==> config.mk <==
export PLATFORM = sky130hd
export DESIGN_NAME = accel_reset_trigger_offset_regs_flat
export DESIGN_NICKNAME = d
export VERILOG_FILES = /design/src/rtl/accel_regs_pkg.sv /design/src/rtl/accel_reg_if.sv /design/src/rtl/accel_reset_trigger_offset_regs.sv /design/src/flat_wrapper.sv
export SDC_FILE = /design/constraint.sdc
export NUM_CORES = 1
export LEC_CHECK = 0
export BUFFER_PORTS_ARGS = -buffer_cell sky130_fd_sc_hd__buf_2
export CAP_MARGIN = 0
export CORE_ASPECT_RATIO = 2
export CORE_MARGIN = 4
export CORE_UTILIZATION = 39
export DETAILED_ROUTE_END_ITERATION = 8
export PLACE_DENSITY_LB_ADDON = 0.2
export SYNTH_ARGS = -nofsm -noshare
export SYNTH_HDL_FRONTEND = slang
export SYNTH_SLANG_ARGS = --single-unit
==> constraint.sdc <==
create_clock -name clk_i -period 3.5 [get_ports clk_i]
set_clock_uncertainty 0.1 [all_clocks]
set_input_delay 0.175 -clock clk_i [delete_from_list [all_inputs] [get_ports clk_i]]
set_output_delay 0.175 -clock clk_i [all_outputs]
set_load 0.1 [all_outputs]
==> src/rtl/accel_regs_pkg.sv <==
// constants shared by the accelerometer register bank and its host controller
package accel_regs_pkg;
	localparam logic [7:0] ADDR_STATUS_1      = 8'h01;
	localparam logic [7:0] ADDR_MODE_CTRL     = 8'h10;
	localparam logic [7:0] ADDR_RATE_1        = 8'h11;
	localparam logic [7:0] ADDR_Z_DRIVE       = 8'h22;
	localparam logic [7:0] ADDR_SOFT_RESET    = 8'h24;
	localparam logic [7:0] ADDR_INIT_TWO      = 8'h28;
	localparam logic [7:0] ADDR_SAMPLE_COUNT  = 8'h29;
	localparam logic [7:0] ADDR_X_OFF_LOW     = 8'h2a;
	localparam logic [7:0] ADDR_X_OFF_HIGH    = 8'h2b;
	localparam logic [7:0] ADDR_Y_OFF_LOW     = 8'h2c;
	localparam logic [7:0] ADDR_Y_OFF_HIGH    = 8'h2d;
	localparam int         BIT_Z_PLUS         = 2;
	localparam int         BIT_Z_MINUS        = 3;
	localparam logic [7:0] Z_DRIVE_MASK       = 8'h0c;
	localparam int         BIT_POR            = 6;
	localparam int         BIT_RELOAD         = 7;
	localparam logic [7:0] SOFT_RESET_MASK    = 8'hc0;
	localparam int         BIT_NV_BUSY        = 5;
	localparam logic [2:0] MODE_MASK_HI       = 3'h7;
	localparam logic [7:0] MODE_FIELD_MASK    = 8'h07;
	localparam logic [7:0] RATE_SDR_MASK      = 8'h70;
	localparam logic [7:0] RATE_SDR_CODE      = 8'h70;
	localparam logic [7:0] COUNT_CONTINUOUS   = 8'hff;
	localparam logic [7:0] ZERO_BYTE          = 8'h00;
	localparam logic [14:0] X_OFFSET_FACTORY  = 15'h0000;
	localparam logic [14:0] Y_OFFSET_FACTORY  = 15'h0000;
	localparam logic [8:0]  X_GAIN_FACTORY    = 9'h100;
	localparam logic [8:0]  Y_GAIN_FACTORY    = 9'h100;
	localparam logic [7:0] NV_LOAD_CYCLES     = 8'h10;
	// host controller APB map
	localparam logic [11:0] APB_CMD           = 12'h000;
	localparam logic [11:0] APB_STATUS        = 12'h004;
	localparam logic [11:0] APB_RDATA         = 12'h008;
	localparam int          CMD_GO            = 31;
	localparam int          CMD_WRITE         = 30;
	localparam int          STAT_BUSY         = 0;
	localparam int          STAT_INIT_DONE    = 1;
	localparam int          STAT_NV_BUSY      = 2;
	typedef enum logic [1:0] {
		SEQ_IDLE,
		SEQ_POR,
		SEQ_RELOAD
	} nv_seq_t;
endpackage : accel_regs_pkg

==> src/rtl/accel_reg_if.sv <==
// register port between the accelerometer bank and its host
interface accel_reg_if;
	logic       req;
	logic       we;
	logic [7:0] addr;
	logic [7:0] wdata;
	logic [7:0] rdata;
	logic       ack;
	logic       three_wire;
	modport device (input req, we, addr, wdata, output rdata, ack,
		three_wire);
	modport host (output req, we, addr, wdata, input rdata, ack,
		three_wire);
endinterface : accel_reg_if

==> src/rtl/accel_reset_trigger_offset_regs.sv <==
// accelerometer reset, trigger count, self-test and offset registers
module accel_reset_trigger_offset_regs
	import accel_regs_pkg::*;
(
	input  wire logic               clk_i,
	input  wire logic               rstn_i,
	input  wire logic               en_i,
	accel_reg_if.device             bus,
	input  wire logic               sample_tick_i,
	input  wire logic               trigger_start_i,
	input  wire logic signed [15:0] x_raw_i,
	input  wire logic signed [15:0] y_raw_i,
	output logic signed [15:0]      x_ext_o,
	output logic signed [15:0]      y_ext_o,
	output logic                    z_plus_drive_o,
	output logic                    z_minus_drive_o,
	output logic                    sampling_o,
	output logic                    nv_busy_o,
	output logic [8:0]              x_gain_value_o,
	output logic [8:0]              y_gain_value_o
);
	logic [7:0]  z_drive_motion_q;
	logic [7:0]  init_fixed_two_q;
	logic [7:0]  oneshot_sample_count_q;
	logic [7:0]  soft_defined_rate_q;
	logic [7:0]  mode_ctrl_q;
	logic [7:0]  rate_one_q;
	logic        reload_q;
	logic        three_wire_q;
	logic [14:0] x_offset_value_q;
	logic [14:0] y_offset_value_q;
	logic [8:0]  x_gain_value_q;
	logic [8:0]  y_gain_value_q;
	nv_seq_t     seq_q;
	logic [7:0]  seq_cnt_q;
	logic [7:0]  left_q;
	logic        run_q;
	logic [7:0]  rdata_q;
	logic        ack_q;
	logic        wr;
	logic        sdr_sel;
	logic        por_req;
	logic        load_done;
	logic        soft_clear;

	assign wr = bus.req & bus.we;
	assign sdr_sel = (rate_one_q & RATE_SDR_MASK) == RATE_SDR_CODE;
	assign por_req = wr & (bus.addr == ADDR_SOFT_RESET)
		& bus.wdata[BIT_POR];
	assign load_done = (seq_q != SEQ_IDLE) & (seq_cnt_q == ZERO_BYTE);
	// por sequence wipes the control registers, reload bit and run state; offsets and gains it reloads
	assign soft_clear = load_done & (seq_q == SEQ_POR);

	always_ff @(posedge clk_i) begin
		if (!rstn_i) begin
			seq_q <= SEQ_IDLE;
			seq_cnt_q <= ZERO_BYTE;
		end else if (en_i) begin
			if (por_req) begin
				seq_q <= SEQ_POR;
				seq_cnt_q <= NV_LOAD_CYCLES;
			end else if (wr & (bus.addr == ADDR_SOFT_RESET)
				& bus.wdata[BIT_RELOAD] & ~reload_q) begin
				seq_q <= SEQ_RELOAD;
				seq_cnt_q <= NV_LOAD_CYCLES;
			end else if (load_done) begin
				seq_q <= SEQ_IDLE;
			end else if (seq_q != SEQ_IDLE) begin
				seq_cnt_q <= seq_cnt_q - 8'h01;
			end
		end
	end

	always_ff @(posedge clk_i) begin
		if (!rstn_i) begin
			reload_q <= 1'b0;
		end else if (en_i) begin
			if (soft_clear) begin
				reload_q <= 1'b0;
			end else if (wr & (bus.addr == ADDR_SOFT_RESET)) begin
				reload_q <= bus.wdata[BIT_RELOAD];
			end
		end
	end

	// the soft clear waits for the enable so a frozen bank stays frozen
	always_ff @(posedge clk_i) begin
		if (!rstn_i || (en_i && soft_clear)) begin
			z_drive_motion_q <= ZERO_BYTE;
			init_fixed_two_q <= ZERO_BYTE;
			oneshot_sample_count_q <= ZERO_BYTE;
			soft_defined_rate_q <= ZERO_BYTE;
			mode_ctrl_q <= ZERO_BYTE;
			rate_one_q <= ZERO_BYTE;
			three_wire_q <= 1'b0;
		end else if (en_i && wr) begin
			case (bus.addr)
				ADDR_Z_DRIVE:
					z_drive_motion_q <= bus.wdata & Z_DRIVE_MASK;
				ADDR_INIT_TWO:
					init_fixed_two_q <= bus.wdata;
				ADDR_SAMPLE_COUNT: begin
					if (sdr_sel) begin
						soft_defined_rate_q <= bus.wdata;
					end else begin
						oneshot_sample_count_q <= bus.wdata;
					end
				end
				ADDR_MODE_CTRL:
					mode_ctrl_q <= bus.wdata & MODE_FIELD_MASK;
				ADDR_RATE_1:
					rate_one_q <= bus.wdata;
				default: begin
					three_wire_q <= three_wire_q;
				end
			endcase
		end
	end

	// offsets and gains go back to factory values at the end of every por or reload sequence
	always_ff @(posedge clk_i) begin
		if (!rstn_i || (en_i && load_done)) begin
			x_offset_value_q <= X_OFFSET_FACTORY;
			y_offset_value_q <= Y_OFFSET_FACTORY;
			x_gain_value_q <= X_GAIN_FACTORY;
			y_gain_value_q <= Y_GAIN_FACTORY;
		end else if (en_i && wr) begin
			case (bus.addr)
				ADDR_X_OFF_LOW:
					x_offset_value_q[7:0] <= bus.wdata;
				ADDR_X_OFF_HIGH: begin
					x_offset_value_q[14:8] <= bus.wdata[6:0];
					x_gain_value_q[8] <= bus.wdata[7];
				end
				ADDR_Y_OFF_LOW:
					y_offset_value_q[7:0] <= bus.wdata;
				ADDR_Y_OFF_HIGH: begin
					y_offset_value_q[14:8] <= bus.wdata[6:0];
					y_gain_value_q[8] <= bus.wdata[7];
				end
				default: begin
					x_gain_value_q <= x_gain_value_q;
				end
			endcase
		end
	end

	// one-shot sampling: a mode write ends continuous runs
	always_ff @(posedge clk_i) begin
		if (!rstn_i || (en_i && soft_clear)) begin
			run_q <= 1'b0;
			left_q <= ZERO_BYTE;
		end else if (en_i) begin
			if (wr && bus.addr == ADDR_MODE_CTRL) begin
				run_q <= 1'b0;
			end else if (trigger_start_i && !sdr_sel
				&& oneshot_sample_count_q != ZERO_BYTE) begin
				run_q <= 1'b1;
				left_q <= oneshot_sample_count_q;
			end else if (run_q && sample_tick_i
				&& left_q != COUNT_CONTINUOUS) begin
				left_q <= left_q - 8'h01;
				if (left_q == 8'h01) begin
					run_q <= 1'b0;
				end
			end
		end
	end

	always_ff @(posedge clk_i) begin
		if (!rstn_i) begin
			x_ext_o <= 16'sh0000;
			y_ext_o <= 16'sh0000;
		end else if (en_i && run_q && sample_tick_i) begin
			x_ext_o <= x_raw_i + 16'(signed'(x_offset_value_q));
			y_ext_o <= y_raw_i + 16'(signed'(y_offset_value_q));
		end
	end

	always_ff @(posedge clk_i) begin
		if (!rstn_i) begin
			rdata_q <= ZERO_BYTE;
			ack_q <= 1'b0;
		end else if (en_i) begin
			ack_q <= bus.req;
			case (bus.addr)
				ADDR_STATUS_1:
					rdata_q <= {2'b00, reload_q & (seq_q != SEQ_IDLE),
						5'b00000};
				ADDR_Z_DRIVE:      rdata_q <= z_drive_motion_q;
				ADDR_SOFT_RESET:
					rdata_q <= {reload_q, 7'b0000000};
				ADDR_INIT_TWO:     rdata_q <= init_fixed_two_q;
				ADDR_SAMPLE_COUNT:
					rdata_q <= sdr_sel ? soft_defined_rate_q
						: oneshot_sample_count_q;
				ADDR_MODE_CTRL:    rdata_q <= mode_ctrl_q;
				ADDR_RATE_1:       rdata_q <= rate_one_q;
				default:           rdata_q <= ZERO_BYTE;
			endcase
		end
	end

	assign bus.rdata = rdata_q;
	assign bus.ack = ack_q;
	assign bus.three_wire = three_wire_q;
	assign z_plus_drive_o = z_drive_motion_q[BIT_Z_PLUS];
	assign z_minus_drive_o = z_drive_motion_q[BIT_Z_MINUS];
	assign sampling_o = run_q;
	assign nv_busy_o = seq_q != SEQ_IDLE;
	assign x_gain_value_o = x_gain_value_q;
	assign y_gain_value_o = y_gain_value_q;
endmodule : accel_reset_trigger_offset_regs

==> src/flat_wrapper.sv <==
// flat-port wrapper written by rule: the top's interface ports become plain ports
module accel_reset_trigger_offset_regs_flat import accel_regs_pkg::*;
  (clk_i, rstn_i, en_i, sample_tick_i, trigger_start_i, x_raw_i, y_raw_i, x_ext_o, y_ext_o, z_plus_drive_o, z_minus_drive_o, sampling_o, nv_busy_o, x_gain_value_o, y_gain_value_o, bus_req, bus_we, bus_addr, bus_wdata, bus_rdata, bus_ack, bus_three_wire);
  accel_reg_if bus_i ();
  input  wire logic clk_i;
  input  wire logic rstn_i;
  input  wire logic en_i;
  input  wire logic sample_tick_i;
  input  wire logic trigger_start_i;
  input  wire logic signed [15:0] x_raw_i;
  input  wire logic signed [15:0] y_raw_i;
  output logic signed [15:0] x_ext_o;
  output logic signed [15:0] y_ext_o;
  output logic z_plus_drive_o;
  output logic z_minus_drive_o;
  output logic sampling_o;
  output logic nv_busy_o;
  output logic [8:0] x_gain_value_o;
  output logic [8:0] y_gain_value_o;
  input wire logic [$bits(bus_i.req)-1:0] bus_req;
  input wire logic [$bits(bus_i.we)-1:0] bus_we;
  input wire logic [$bits(bus_i.addr)-1:0] bus_addr;
  input wire logic [$bits(bus_i.wdata)-1:0] bus_wdata;
  output wire logic [$bits(bus_i.rdata)-1:0] bus_rdata;
  output wire logic [$bits(bus_i.ack)-1:0] bus_ack;
  output wire logic [$bits(bus_i.three_wire)-1:0] bus_three_wire;
  assign bus_i.req = bus_req;
  assign bus_i.we = bus_we;
  assign bus_i.addr = bus_addr;
  assign bus_i.wdata = bus_wdata;
  assign bus_rdata = bus_i.rdata;
  assign bus_ack = bus_i.ack;
  assign bus_three_wire = bus_i.three_wire;
  accel_reset_trigger_offset_regs u_core (.clk_i(clk_i), .rstn_i(rstn_i), .en_i(en_i), .bus(bus_i), .sample_tick_i(sample_tick_i), .trigger_start_i(trigger_start_i), .x_raw_i(x_raw_i), .y_raw_i(y_raw_i), .x_ext_o(x_ext_o), .y_ext_o(y_ext_o), .z_plus_drive_o(z_plus_drive_o), .z_minus_drive_o(z_minus_drive_o), .sampling_o(sampling_o), .nv_busy_o(nv_busy_o), .x_gain_value_o(x_gain_value_o), .y_gain_value_o(y_gain_value_o));
endmodule
After elaboration in Yosys (flattened, before gate mapping)
Cells that the tools add are included.

word-level totals
  register bits = 130
  output and inout port bits = 64
  word-level logic and storage cells = 107
  input port bits = 55

operators by class
  reduce and logical (&&, ||, !) cells = 38
  equal/unequal tests = 16
  bitwise operators = 11
  add/sub/neg operators = 4
  muxes and demuxes = 17

operators with widths
  kind                                                                      number
  8-bit by 6-bit equality test with 1-bit output (second input constant)    8
  8-bit two-way mux                                                         7
  8-bit case mux with 7 select lines                                        1
  16-bit by 15-bit adder with 16-bit output                                 2
  2-bit AND reduction                                                       10
  8-bit by 1-bit equality test with 1-bit output (second input constant)    2
  8-bit by 5-bit equality test with 1-bit output (second input constant)    2
  8-bit by 1-bit subtractor with 8-bit output (second input constant)       2
  3-bit AND reduction                                                       5
  3-bit nonzero test                                                        4
  1-bit logical AND                                                         10
  1-bit bitwise AND                                                         8
  8-bit logical NOT                                                         1
  8-bit inequality test (second input constant)                             1
  8-bit nonzero test                                                        1
  1-bit two-way mux                                                         6
  2-bit two-way mux                                                         3
  2-bit nonzero test                                                        3
  3-bit equality test (second input constant)                               1
  3-bit by 2-bit inequality test with 1-bit output (second input constant)  1
  1-bit inverter                                                            3
  2-bit by 1-bit equality test with 1-bit output (second input constant)    1
  1-bit logical NOT                                                         2
  1-bit logical OR                                                          2

Depth between registers and ports, before layout
Gate-level depths: netlist (run 1).

  depth after elaboration = 6
  mapped depth = 9
  depth with buffers taken out = 9

Worst setup path after synthesis (run 1)
OpenSTA, ideal clock, no wires.

  kind = register to register
  start = register u_core.x_offset_value_q[0]
  end = register u_core.x_ext_o[14]
  setup time = 66 ps
  data required time = 3334 ps
  cell stages (with the launch flop) = 9
  buffers on the path = 0
  clock period less this slack = 2399 ps
  path slack = 1101 ps
  arrival = 2233 ps
  cells stage by stage = dfxtp_1 ha_1 fa_1 a21oi_1 o21ai_0 a2111oi_2 o31ai_1 a311o_1 nand3_1

on the way
  longest elaborated chain between the ends = 1

ends and longest elaborated chain
  item                                       RTL line                                RTL
  from (decl)                                accel_reset_trigger_offset_regs.sv:30   logic [14:0] x_offset_value_q;
  from (signal assigned)                     accel_reset_trigger_offset_regs.sv:130  x_offset_value_q[7:0] <= bus.wdata;
  16-bit by 15-bit adder with 16-bit output  accel_reset_trigger_offset_regs.sv:175  x_ext_o <= x_raw_i + 16'(signed'(x_offset_value_q));
  to (signal assigned)                       accel_reset_trigger_offset_regs.sv:175
  to (decl)                                  accel_reset_trigger_offset_regs.sv:13   output logic signed [15:0] x_ext_o,

Every way passes these cells.
A chain may end at the register's enable or synchronous reset.

Final worst setup path (run 1)
  start = register u_core.y_offset_value_q[0]
  end = register u_core.y_ext_o[10]

on the way
  longest elaborated chain between the ends = 1

ends and longest elaborated chain
  item                                       RTL line                                RTL
  from (decl)                                accel_reset_trigger_offset_regs.sv:31   logic [14:0] y_offset_value_q;
  from (signal assigned)                     accel_reset_trigger_offset_regs.sv:136  y_offset_value_q[7:0] <= bus.wdata;
  16-bit by 15-bit adder with 16-bit output  accel_reset_trigger_offset_regs.sv:176  y_ext_o <= y_raw_i + 16'(signed'(y_offset_value_q));
  to (signal assigned)                       accel_reset_trigger_offset_regs.sv:176
  to (decl)                                  accel_reset_trigger_offset_regs.sv:14   output logic signed [15:0] y_ext_o,

Every way passes these cells.

==> results of run 1 <==
==> cells in the final DEF (no fill, tap or decap), types with 9 or more instances in the layout <==
cell and count:
o21ai_0 39, nand3_1 44, ha_1 35, mux2i_1 64, a211oi_1 13, buf_4 13
nand2_1 75, o21a_1 13, a21oi_1 69, nor3_1 17, nor2_1 108, conb_1 17
dfxtp_1 130, buf_2 101, nor4_1 10, clkbuf_16 17, and3_1 9, inv_1 19
==> path summary, 6_finish.rpt <==
check / from / to / slack [ns] / cells after the start
max: u_core.y_offset_value_q[0] / u_core.y_ext_o[10] / 0.75 / 9
min reg2reg: u_core.y_ext_o[5] / u_core.y_ext_o[5] / 0.35 / 2
max reg2reg: u_core.y_offset_value_q[0] / u_core.y_ext_o[10] / 0.75 / 9
min: x_raw_i[15] / u_core.x_ext_o[15] / 0.03 / 4
==> cells by family (layout without fill, tap and decap cells) <==
family | after synthesis | after routing | synth area share
AOI/OAI and AO/OA | 204 | 204 | 0.184
xor gates and xnor gates | 16 | 16 | 0.0196
adders and majority gates | 37 | 37 | 0.0668
buffers and inverters | 84 | 165 | 0.0568
DFF | 130 | 130 | 0.364
muxes | 64 | 64 | 0.0895
other | 1 | 17 | 0.000524
and+or+nand+nor | 321 | 321 | 0.219
==> power by group through the flow <==
stage	logic, uW	registers [uW]	clock network (uW)
2_1_floorplan	205	1530	0
3_3_place_gp	296	1520	0
3_5_place_dp	296	1520	0
4_1_cts	297	1480	2010
5_1_grt	317	1480	2060
6_report	296	1480	1970
==> critical path: cells and delay by family, from the launching register on <==
| family | cells | cell delay (ns) |
|---|---|---|
| AOI/OAI and AO/OA | 4 | 1.24 |
| adders and majority gates | 2 | 0.40 |
| buffers and inverters | 1 | 0.08 |
| DFF | 1 | 0.32 |
| and+or+nand+nor | 2 | 0.51 |
==> flip-flops by register name, indices dropped and copies added (netlist names), 15 cells and up <==
name                     count
u_core.x_ext_o              16
u_core.y_ext_o              16
u_core.x_offset_value_q     15
u_core.y_offset_value_q     15
==> layer usage <==
metal | up-vias | track usage
met5 | - | 0
met4 | 0 | 0.0809
met2 | 130 | 0.393
li1 | 3214 | -
met1 | 3016 | 0.212
met3 | 29 | 0.0291
==> stage by stage <==
step	power, uW	hold slack, ns	cell area, um^2	utilization
2_1_floorplan	1740	0.222	7220	-
3_3_place_gp	1810	0.333	7750	0.434
3_5_place_dp	1810	0.343	7750	0.434
4_1_cts	3790	0.0113	8410	0.471
5_1_grt	3860	0.0647	8410	0.471
6_report	3750	0.0268	8410	0.471
==> final cells by class <==
class                   instances  area, um^2  area share
multi-input cells             659        4210       0.501
flip-flops and latches        130        2600       0.309
repair buffers                115         613      0.0729
clock buffers                  18         439      0.0522
well taps                     213         267      0.0317
clock inverters                13         209      0.0248
inverters                      19        71.3     0.00848
==> timing repair <==
action | CTS | global route
hold buffers | 1 | 0
endpoints found under the setup margin | 0 | 0
hold endpoints to repair | 1 | 0
==> impl_metrics.tcl, run 1 <==
set metrics [dict create \
    tns_ns 0 \
    start_util 0.400 \
    synthesis.area_um2 7160 \
    crit_arrival_ns 2.96 \
    avgSynthCellArea_um2 8.35 \
    cts.clk_slew.worst_paths_ns 0.06 \
    fin_crit_sh 0.787 \
    power_frac_seq 0.396 \
    grt_util_all_layers 0.200 \
    post-synth-top-count-cell "dfxtp_1" \
    slew_headroom 0.368 \
    clkLatencyLatePin_ns 0.41 \
    wl_met2_mm 11.5 \
    synthDistinctLibCells 67 \
    grt_pass1_wl_mm 32.8 \
    netlist_instances 857 \
    synth-edff-count 0 \
    max_cap_viol_count 0 \
    met3_length_um 655 \
    overflow 0 \
    dp_hpwl_mm 15.7 \
    power.density_nw_per_um2 446 \
    cp_slowest_stage_delay_ns 0.66 \
    yosys-top-cells-area "dfxtp_1, mux2i_1, ha_1" \
    ys_ff_latch 130 \
    cp_max_fo 4 \
    async_reset_ff_frac 0 \
    place_ws_ns 0.862 \
    avgViaCountPerCell 5.47 \
    die_area_um2 20700 \
    finalSetupViolCount 0 \
    layout.nets 1034 \
    dr.pass1.iters 4 \
    port_buffers 101 \
    grt_pass1_vias 6173 \
    grt_setup_unrepaired "false" \
    fillers 1789 \
    irDropWorstVdd_v 0.000312 \
    yosys-top-cells-count "dfxtp_1, nor2_1, nand2_1, a21oi_1, mux2i_1" \
    p_sw_frac 0.246 \
    yosys_warnings 0 \
    top_layer "met4" \
    setup_slack_ns 0.747 \
    cts_resized 0 \
    rows 69 \
    clockBufferDepth 2 \
    cts_tree "built" \
    die_y_um 200 \
    layout-drive-gt1-share 0.164 \
    p_leak_uw 0.00352 \
    stdcell_count 1167 \
    p_clk_frac 0.525 \
    die_w_um 104 \
    cts_buffers 17 \
    synth_top_area_frac 0.364 \
    synth-main-ff-cell "dfxtp_1" \
    post-cts-setup-buffers 0 \
    p_switching_uw 923 \
    grt_max_degree 47 \
    required_ns 3.71 \
    drc 0 \
    dp_cells 1135 \
    wl_mm 20.7 \
    max_slew.worst_pin.slew_ns 0.943 \
    synth_top_cell_by_area "dfxtp_1" \
    cp_cell_sequence "ha_1 -> inv_1 -> fa_1 -> nand2b_1 -> a21oi_1 -> o311ai_0 -> a21boi_0 -> or3_1 -> a41o_1" \
    hold_viol 0 \
    wl_met1_mm 8.03 \
    slowest_stage "o311ai_0" \
    maxSlewViolCount 0 \
    core_area_um2 17900 \
    antenna_found_initial 0 \
    num_vias 6389 \
    combPwrFrac 0.079 \
    ys_seq_area_frac 0.364 \
    pin_count 119 \
    status "complete, no violations" \
    crit_path_start_kind "register" \
    globalplace.congestion 0.889 \
    wl_per_cell_um 17.7 \
    endpoint_kind "register" \
    ant_nets 0 \
    synthToLayoutAreaGrowth_pct 17.6 \
    cts-htree-levels 4 \
    diodes 0 \
    maxClockFrequency_mhz 363 \
    root_buffer "clkbuf_16" \
    layout_min_cycle_time_ns 2.75 \
    hold_path_class "primary input to register" \
    drt_iter0_drc 285 \
    critical_path_class "register to register" \
    clkSinkCount 130 \
    internal_power_uw 2830 \
]
Note: power is estimated with default switching activity, not from simulation.
==> inputs of run 2 (changes only) <==
clock period = 2.54 ns   (was 3.5 ns; I/O delays follow)
==> run 2 against run 1 <==
First-iteration DRC count shrank 41%; flip-flop and latch count unchanged; count of clock-buffer cells in the layout increased by 6; routed wire length decreased by 0.41%; die area is the same; global-route usage is 0.072 points higher; via count increased by 2.0%; register-to-register slack got worse by 0.55 ns; cell area up 1.9%; core utilization rose by 0.88 points; cell count up 2.2%; critical path type is now primary input to register; highest routed layer unchanged.
==> impl_metrics.tcl, run 2 (synthesis results as in run 1) <==
set metrics [dict create \
    status "complete, no violations" \
    fin_crit_sh 0.941 \
    slowest_stage "dlygate4sd3_1" \
    path_delay_family "compound AO/OA/AOI/OAI gates" \
    p_leak_uw 0.00363 \
    final_common_cell "dfxtp_1" \
    clkLatencyLatePin_ns 0.42 \
    grt_pass1_wl_mm 33.0 \
    port_buffers 101 \
    top_regs "u_core.x_ext_o: 16 flops, u_core.y_ext_o: 16 flops" \
    start_util 0.400 \
    root_buffer "clkbuf_16" \
    diodes 0 \
    crit_path_start_kind "primary input" \
    dr.pass1.iters 7 \
    layout_common_cells "dfxtp_1, nor2_1, buf_2, nand2_1, a21oi_1" \
    finalSetupViolCount 0 \
    whs_ns 0.0133 \
    required_ns 2.79 \
    grt_max_degree 47 \
    cts_buffers 17 \
    critical_path_class "primary input to register" \
    cp_slowest_stage_delay_ns 0.53 \
    num_vias 6517 \
    layout_min_cycle_time_ns 2.39 \
    irDropWorstVdd_v 0.000340 \
    grt_pass1_vias 6491 \
    die_area_um2 20700 \
    ant_nets 0 \
    synthToLayoutAreaGrowth_pct 19.8 \
    wl_mm 20.6 \
    final_util 0.480 \
    cp_cell_sequence "dlygate4sd3_1 -> buf_2 -> ha_1 -> fa_2 -> a21oi_2 -> o21ai_1 -> a2111oi_2 -> buf_4 -> o31ai_1 -> a311o_1 -> nand3_1" \
    hold_path_class "primary input to register" \
    crit_arrival_ns 2.64 \
    cp_num_buf_inv 3 \
    cp_max_fo 4 \
    met3_length_um 730 \
    max_slew.worst_pin.slew_ns 0.573 \
    clockBufferDepth 2 \
    power.density_nw_per_um2 560 \
    cts-htree-levels 4 \
    globalplace.congestion 0.837 \
    pin_count 119 \
    maxSlewViolCount 0 \
    layout-drive-gt1-share 0.184 \
    overflow 0 \
    slew_headroom 0.618 \
    avgViaCountPerCell 5.46 \
    wl_per_cell_um 17.2 \
    endpoint_kind "register" \
    grt_setup_unrepaired "false" \
    wl_met2_mm 11.4 \
    cts.clk_slew.worst_paths_ns 0.05 \
    dp_hpwl_mm 15.8 \
    drc 0 \
    cts_tree "built" \
    max_cap_viol_count 0 \
    grt_util_all_layers 0.201 \
    maxClockFrequency_mhz 418 \
    drt_iter0_drc 168 \
    die_w_um 104 \
    core_area_um2 17900 \
    antenna_found_initial 0 \
    die_y_um 200 \
    layout.nets 1062 \
    hold_viol 0 \
    wl_met1_mm 7.71 \
    top_layer "met4" \
    rows 69 \
    clkSinkCount 130 \
]
==> run 2: cell type report <==
type	instances	area [um^2]
sequential	130	2600
fill	1802	9300
clock buffer	24	502
clock inverter	5	52.6
tap	213	267
inverter	19	71.3
multi-input combinational	659	4230
timing repair buffer	143	846
==> run 2: per-stage QoR <==
stage          power (uW)  area, um^2  cells  setup TNS (ns)  setup slack [ns]
6_report             4800        8570   1193               0             0.150
5_1_grt              4960        8570   1193               0            0.0152
4_1_cts              4850        8540   1192               0            0.0226
3_5_place_dp         2510        7930   1157         -0.0514           -0.0441
3_3_place_gp         2510        7930   1157               0            0.0168
2_1_floorplan        2400        7220    873               0             0.141
==> run 2: routing by layer <==
| metal | vias to the layer above | track usage |
|---|---|---|
| li1 | 3269 | - |
| met1 | 3059 | 0.193 |
| met2 | 145 | 0.400 |
| met3 | 44 | 0.0394 |
| met4 | 0 | 0.103 |
| met5 | - | 0 |
==> run 2: worst paths after layout <==
path / end / from / slack, ns / cells after the start
min reg2reg: u_core.y_ext_o[5] / u_core.y_ext_o[5] / 0.35 / 2
max: u_core.x_ext_o[14] / x_raw_i[0] / 0.15 / 11
max reg2reg: u_core.y_ext_o[13] / u_core.y_offset_value_q[6] / 0.20 / 8
min: u_core.init_fixed_two_q[1] / bus_wdata[1] / 0.01 / 3
==> run 2: worst min-delay path: stages <==
cell	delay, ns
buf_2	0.19
nand3_1	0.10
a21oi_1	0.06
==> run 2: where the power goes <==
group          switching, uW  internal [uW]
clock                    875           1450
sequential              2.27           2040
combinational            321            102
==> run 2: what timing repair did <==
action,in CTS,in global routing
hold buffers,5,0
gates resized for setup,0,8
pin swaps,1,1
hold endpoints to repair,5,0
buffers inserted,1,1
setup endpoints to repair,2,7
==> inputs of run 3 (changes only) <==
ABC_AREA = 1   (was not set)
==> run 3 against run 2 <==
Clock power rose by 20%; maximum frequency rose by 20%; core utilization fell by 1.4 points; first-iteration DRC count rose by 120%; cell area rose by 8.2%; critical endpoint is now u_core.y_ext_o[8]; highest routed layer is now met5; register-to-register slack improved by 0.35 ns; critical path depth did not move; via count rose by 19%.
==> impl_metrics.tcl, run 3 <==
set metrics [dict create \
    clkSinkCount 130 \
    r2r_cells 11 \
    overflow 0 \
    r2r-start "u_core.y_offset_value_q[0]" \
    internal_power_uw 3920 \
    grt_util_all_layers 0.213 \
    synth-main-ff-cell "dfxtp_1" \
    rows 73 \
    met3_length_mm 1.00 \
    top_layer "met5" \
    slowest_stage "fa_1" \
    power.density_nw_per_um2 579 \
    grt_pass1_wl_mm 37.7 \
    power_frac_seq 0.383 \
    num_vias 7741 \
    slew_headroom 0.568 \
    fillers 2110 \
    wl_met2_mm 12.9 \
    combPwrFrac 0.096 \
    critical_path_class "register to register" \
    cts.clk_slew.worst_paths_ns 0.07 \
    synth_top_area_frac 0.331 \
    ant_nets 0 \
    grt_setup_unrepaired "false" \
    drc 0 \
    dr.pass1.iters 5 \
    crit_arrival_ns 2.27 \
    maxSlewViolCount 0 \
    crit_path_start_kind "register" \
    avgSynthCellArea_um2 6.52 \
    wl_per_cell_um 14.9 \
    total_power_uw 5370 \
    ys_seq_area_frac 0.331 \
    synth-edff-count 0 \
    cts_resized 0 \
    cp_cell_sequence "ha_1 -> inv_1 -> fa_1 -> inv_1 -> nand3_1 -> nand3_1 -> a21oi_1 -> or2_2 -> nand3_1 -> nand2_1 -> inv_1" \
    drt_iter0_drc 374 \
    stdcell_count 1577 \
    layout-drive-gt1-share 0.138 \
    p_sw_frac 0.269 \
    hold_path_class "primary input to register" \
    maxClockFrequency_mhz 502 \
    cp_max_fo 3 \
    dp_hpwl_mm 18.1 \
    yosys-top-cells-count "nand2_1, inv_1, nor2_1, dfxtp_1, nand3_1" \
    root_buffer "clkbuf_16" \
    r2r_slack_ns 0.55 \
    max_slew.worst_pin.slew_ns 0.643 \
    globalplace.congestion 0.888 \
    place_ws_ns 0.569 \
    die_w_um 108 \
    clkLatencyLatePin_ns 0.43 \
    hold-path-cell-count 3 \
    layout.nets 1393 \
    async_reset_ff_frac 0 \
    wl_mm 23.6 \
    synthToLayoutAreaGrowth_pct 17.7 \
    p_leak_uw 0.00462 \
    yosys_warnings 0 \
    final_common_cell "nand2_1" \
    p_clk_frac 0.521 \
    p_switching_uw 1440 \
    endpoint_kind "register" \
    status "complete, no violations" \
    post-synth-top-count-cell "nand2_1" \
    pin_count 119 \
    setup_slack_ns 0.549 \
    layout_common_cells "nand2_1, inv_1, nor2_1, dfxtp_1, buf_2" \
    yosys-top-cells-area "dfxtp_1, nand2_1, inv_1" \
    fin_crit_sh 0.784 \
    synthesis.area_um2 7870 \
    synth_top_cell_by_area "dfxtp_1" \
    tns_ns 0 \
    max_cap_viol_count 0 \
    synthDistinctLibCells 43 \
    layout_min_cycle_time_ns 1.99 \
    cp_num_buf_inv 3 \
    clockBufferDepth 2 \
    start_util 0.395 \
    seq_area_um2 2600 \
    antenna_found_initial 4 \
    final_util 0.466 \
    worstHoldEndpoint "u_core.y_offset_value_q[9]" \
    die_area_um2 22700 \
    dp_cells 1538 \
    finalSetupViolCount 0 \
    multi_input_area_um2 4370 \
    irDropWorstVdd_v 0.000396 \
    cp_slowest_stage_delay_ns 0.42 \
    required_ns 2.82 \
    grt_pass1_vias 7428 \
    die_y_um 209 \
    worstReg2RegEnd "u_core.y_ext_o[8]" \
    min-delay-start "bus_wdata[1]" \
    netlist_instances 1207 \
    cts_buffers 17 \
    cts-htree-levels 4 \
    cts_tree "built" \
    port_buffers 101 \
    hold_viol 0 \
    top_regs "u_core.x_ext_o: 16 flops, u_core.y_ext_o: 16 flops" \
    core_area_um2 19900 \
    grt_max_degree 58 \
    path_delay_family "simple AND/OR/NAND/NOR gates" \
    wl_met1_mm 8.67 \
    ys_ff_latch 130 \
    avgViaCountPerCell 4.91 \
]
run 3: final cells by class:
class                      count  share of cell area
clock buffer                  17              0.0459
sequential                   130               0.281
timing repair buffer         120              0.0742
clock inverter                15              0.0248
inverter                     166              0.0672
multi-input combinational    866               0.471
antenna                        1            0.000270
tap                          262              0.0354
run 3: worst min-delay path, delay by kind of cell:
| family | cells | cell delay, ns |
|---|---|---|
| buf+inv | 1 | 0.19 |
| simple gates | 2 | 0.18 |
run 3: cell families after synthesis:
| group | synth area share |
|---|---|
| and+or+nand+nor | 0.326 |
| other | 0.000476 |
| AOI/OAI and AO/OA | 0.142 |
| buffers and inverters | 0.123 |
| adders and majority gates | 0.0607 |
| DFF | 0.331 |
| xor gates and xnor gates | 0.0167 |
run 3: repair_timing:
action,4_1_cts,5_1_grt
hold buffers,6,0
endpoints found under the hold margin,7,0
buffers inserted,0,0
run 3: worst max path at each step:
| stage | startpoint | to | depth (start not counted) |
|---|---|---|---|
| finish | u_core.y_offset_value_q[0] | u_core.y_ext_o[8] | 11 |
| global route | x_raw_i[0] | u_core.x_ext_o[10] | 14 |
| CTS | u_core.y_offset_value_q[0] | u_core.y_ext_o[8] | 11 |
| detailed placement | u_core.y_offset_value_q[0] | u_core.y_ext_o[8] | 11 |
| global placement | u_core.x_offset_value_q[0] | u_core.x_ext_o[10] | 12 |
| floorplan | u_core.seq_q[1] | u_core.y_offset_value_q[10] | 10 |
run 3: power by group through the flow:
stage | sequential (uW) | clock, uW | combinational [uW]
final | 2060 | 2790 | 515
after global routing | 2060 | 2930 | 563
after CTS | 2060 | 2840 | 518
after detailed placement | 2100 | 0 | 509
after global placement | 2100 | 0 | 508
after floorplan | 2130 | 0 | 358
run 3: per-layer routing:
metal | GRT usage | vias to the layer above
met4 | 0.101 | 6
met2 | 0.404 | 195
met5 | 0 | -
met1 | 0.213 | 3464
met3 | 0.0461 | 54
li1 | - | 4022
run 3: per-stage QoR:
step | hold slack (ns) | cell area (um^2)
2_1_floorplan | 0.176 | 7930
3_3_place_gp | 0.300 | 8550
3_5_place_dp | 0.299 | 8550
4_1_cts | 0.00379 | 9270
5_1_grt | 0.0220 | 9270
6_report | 0.00974 | 9270
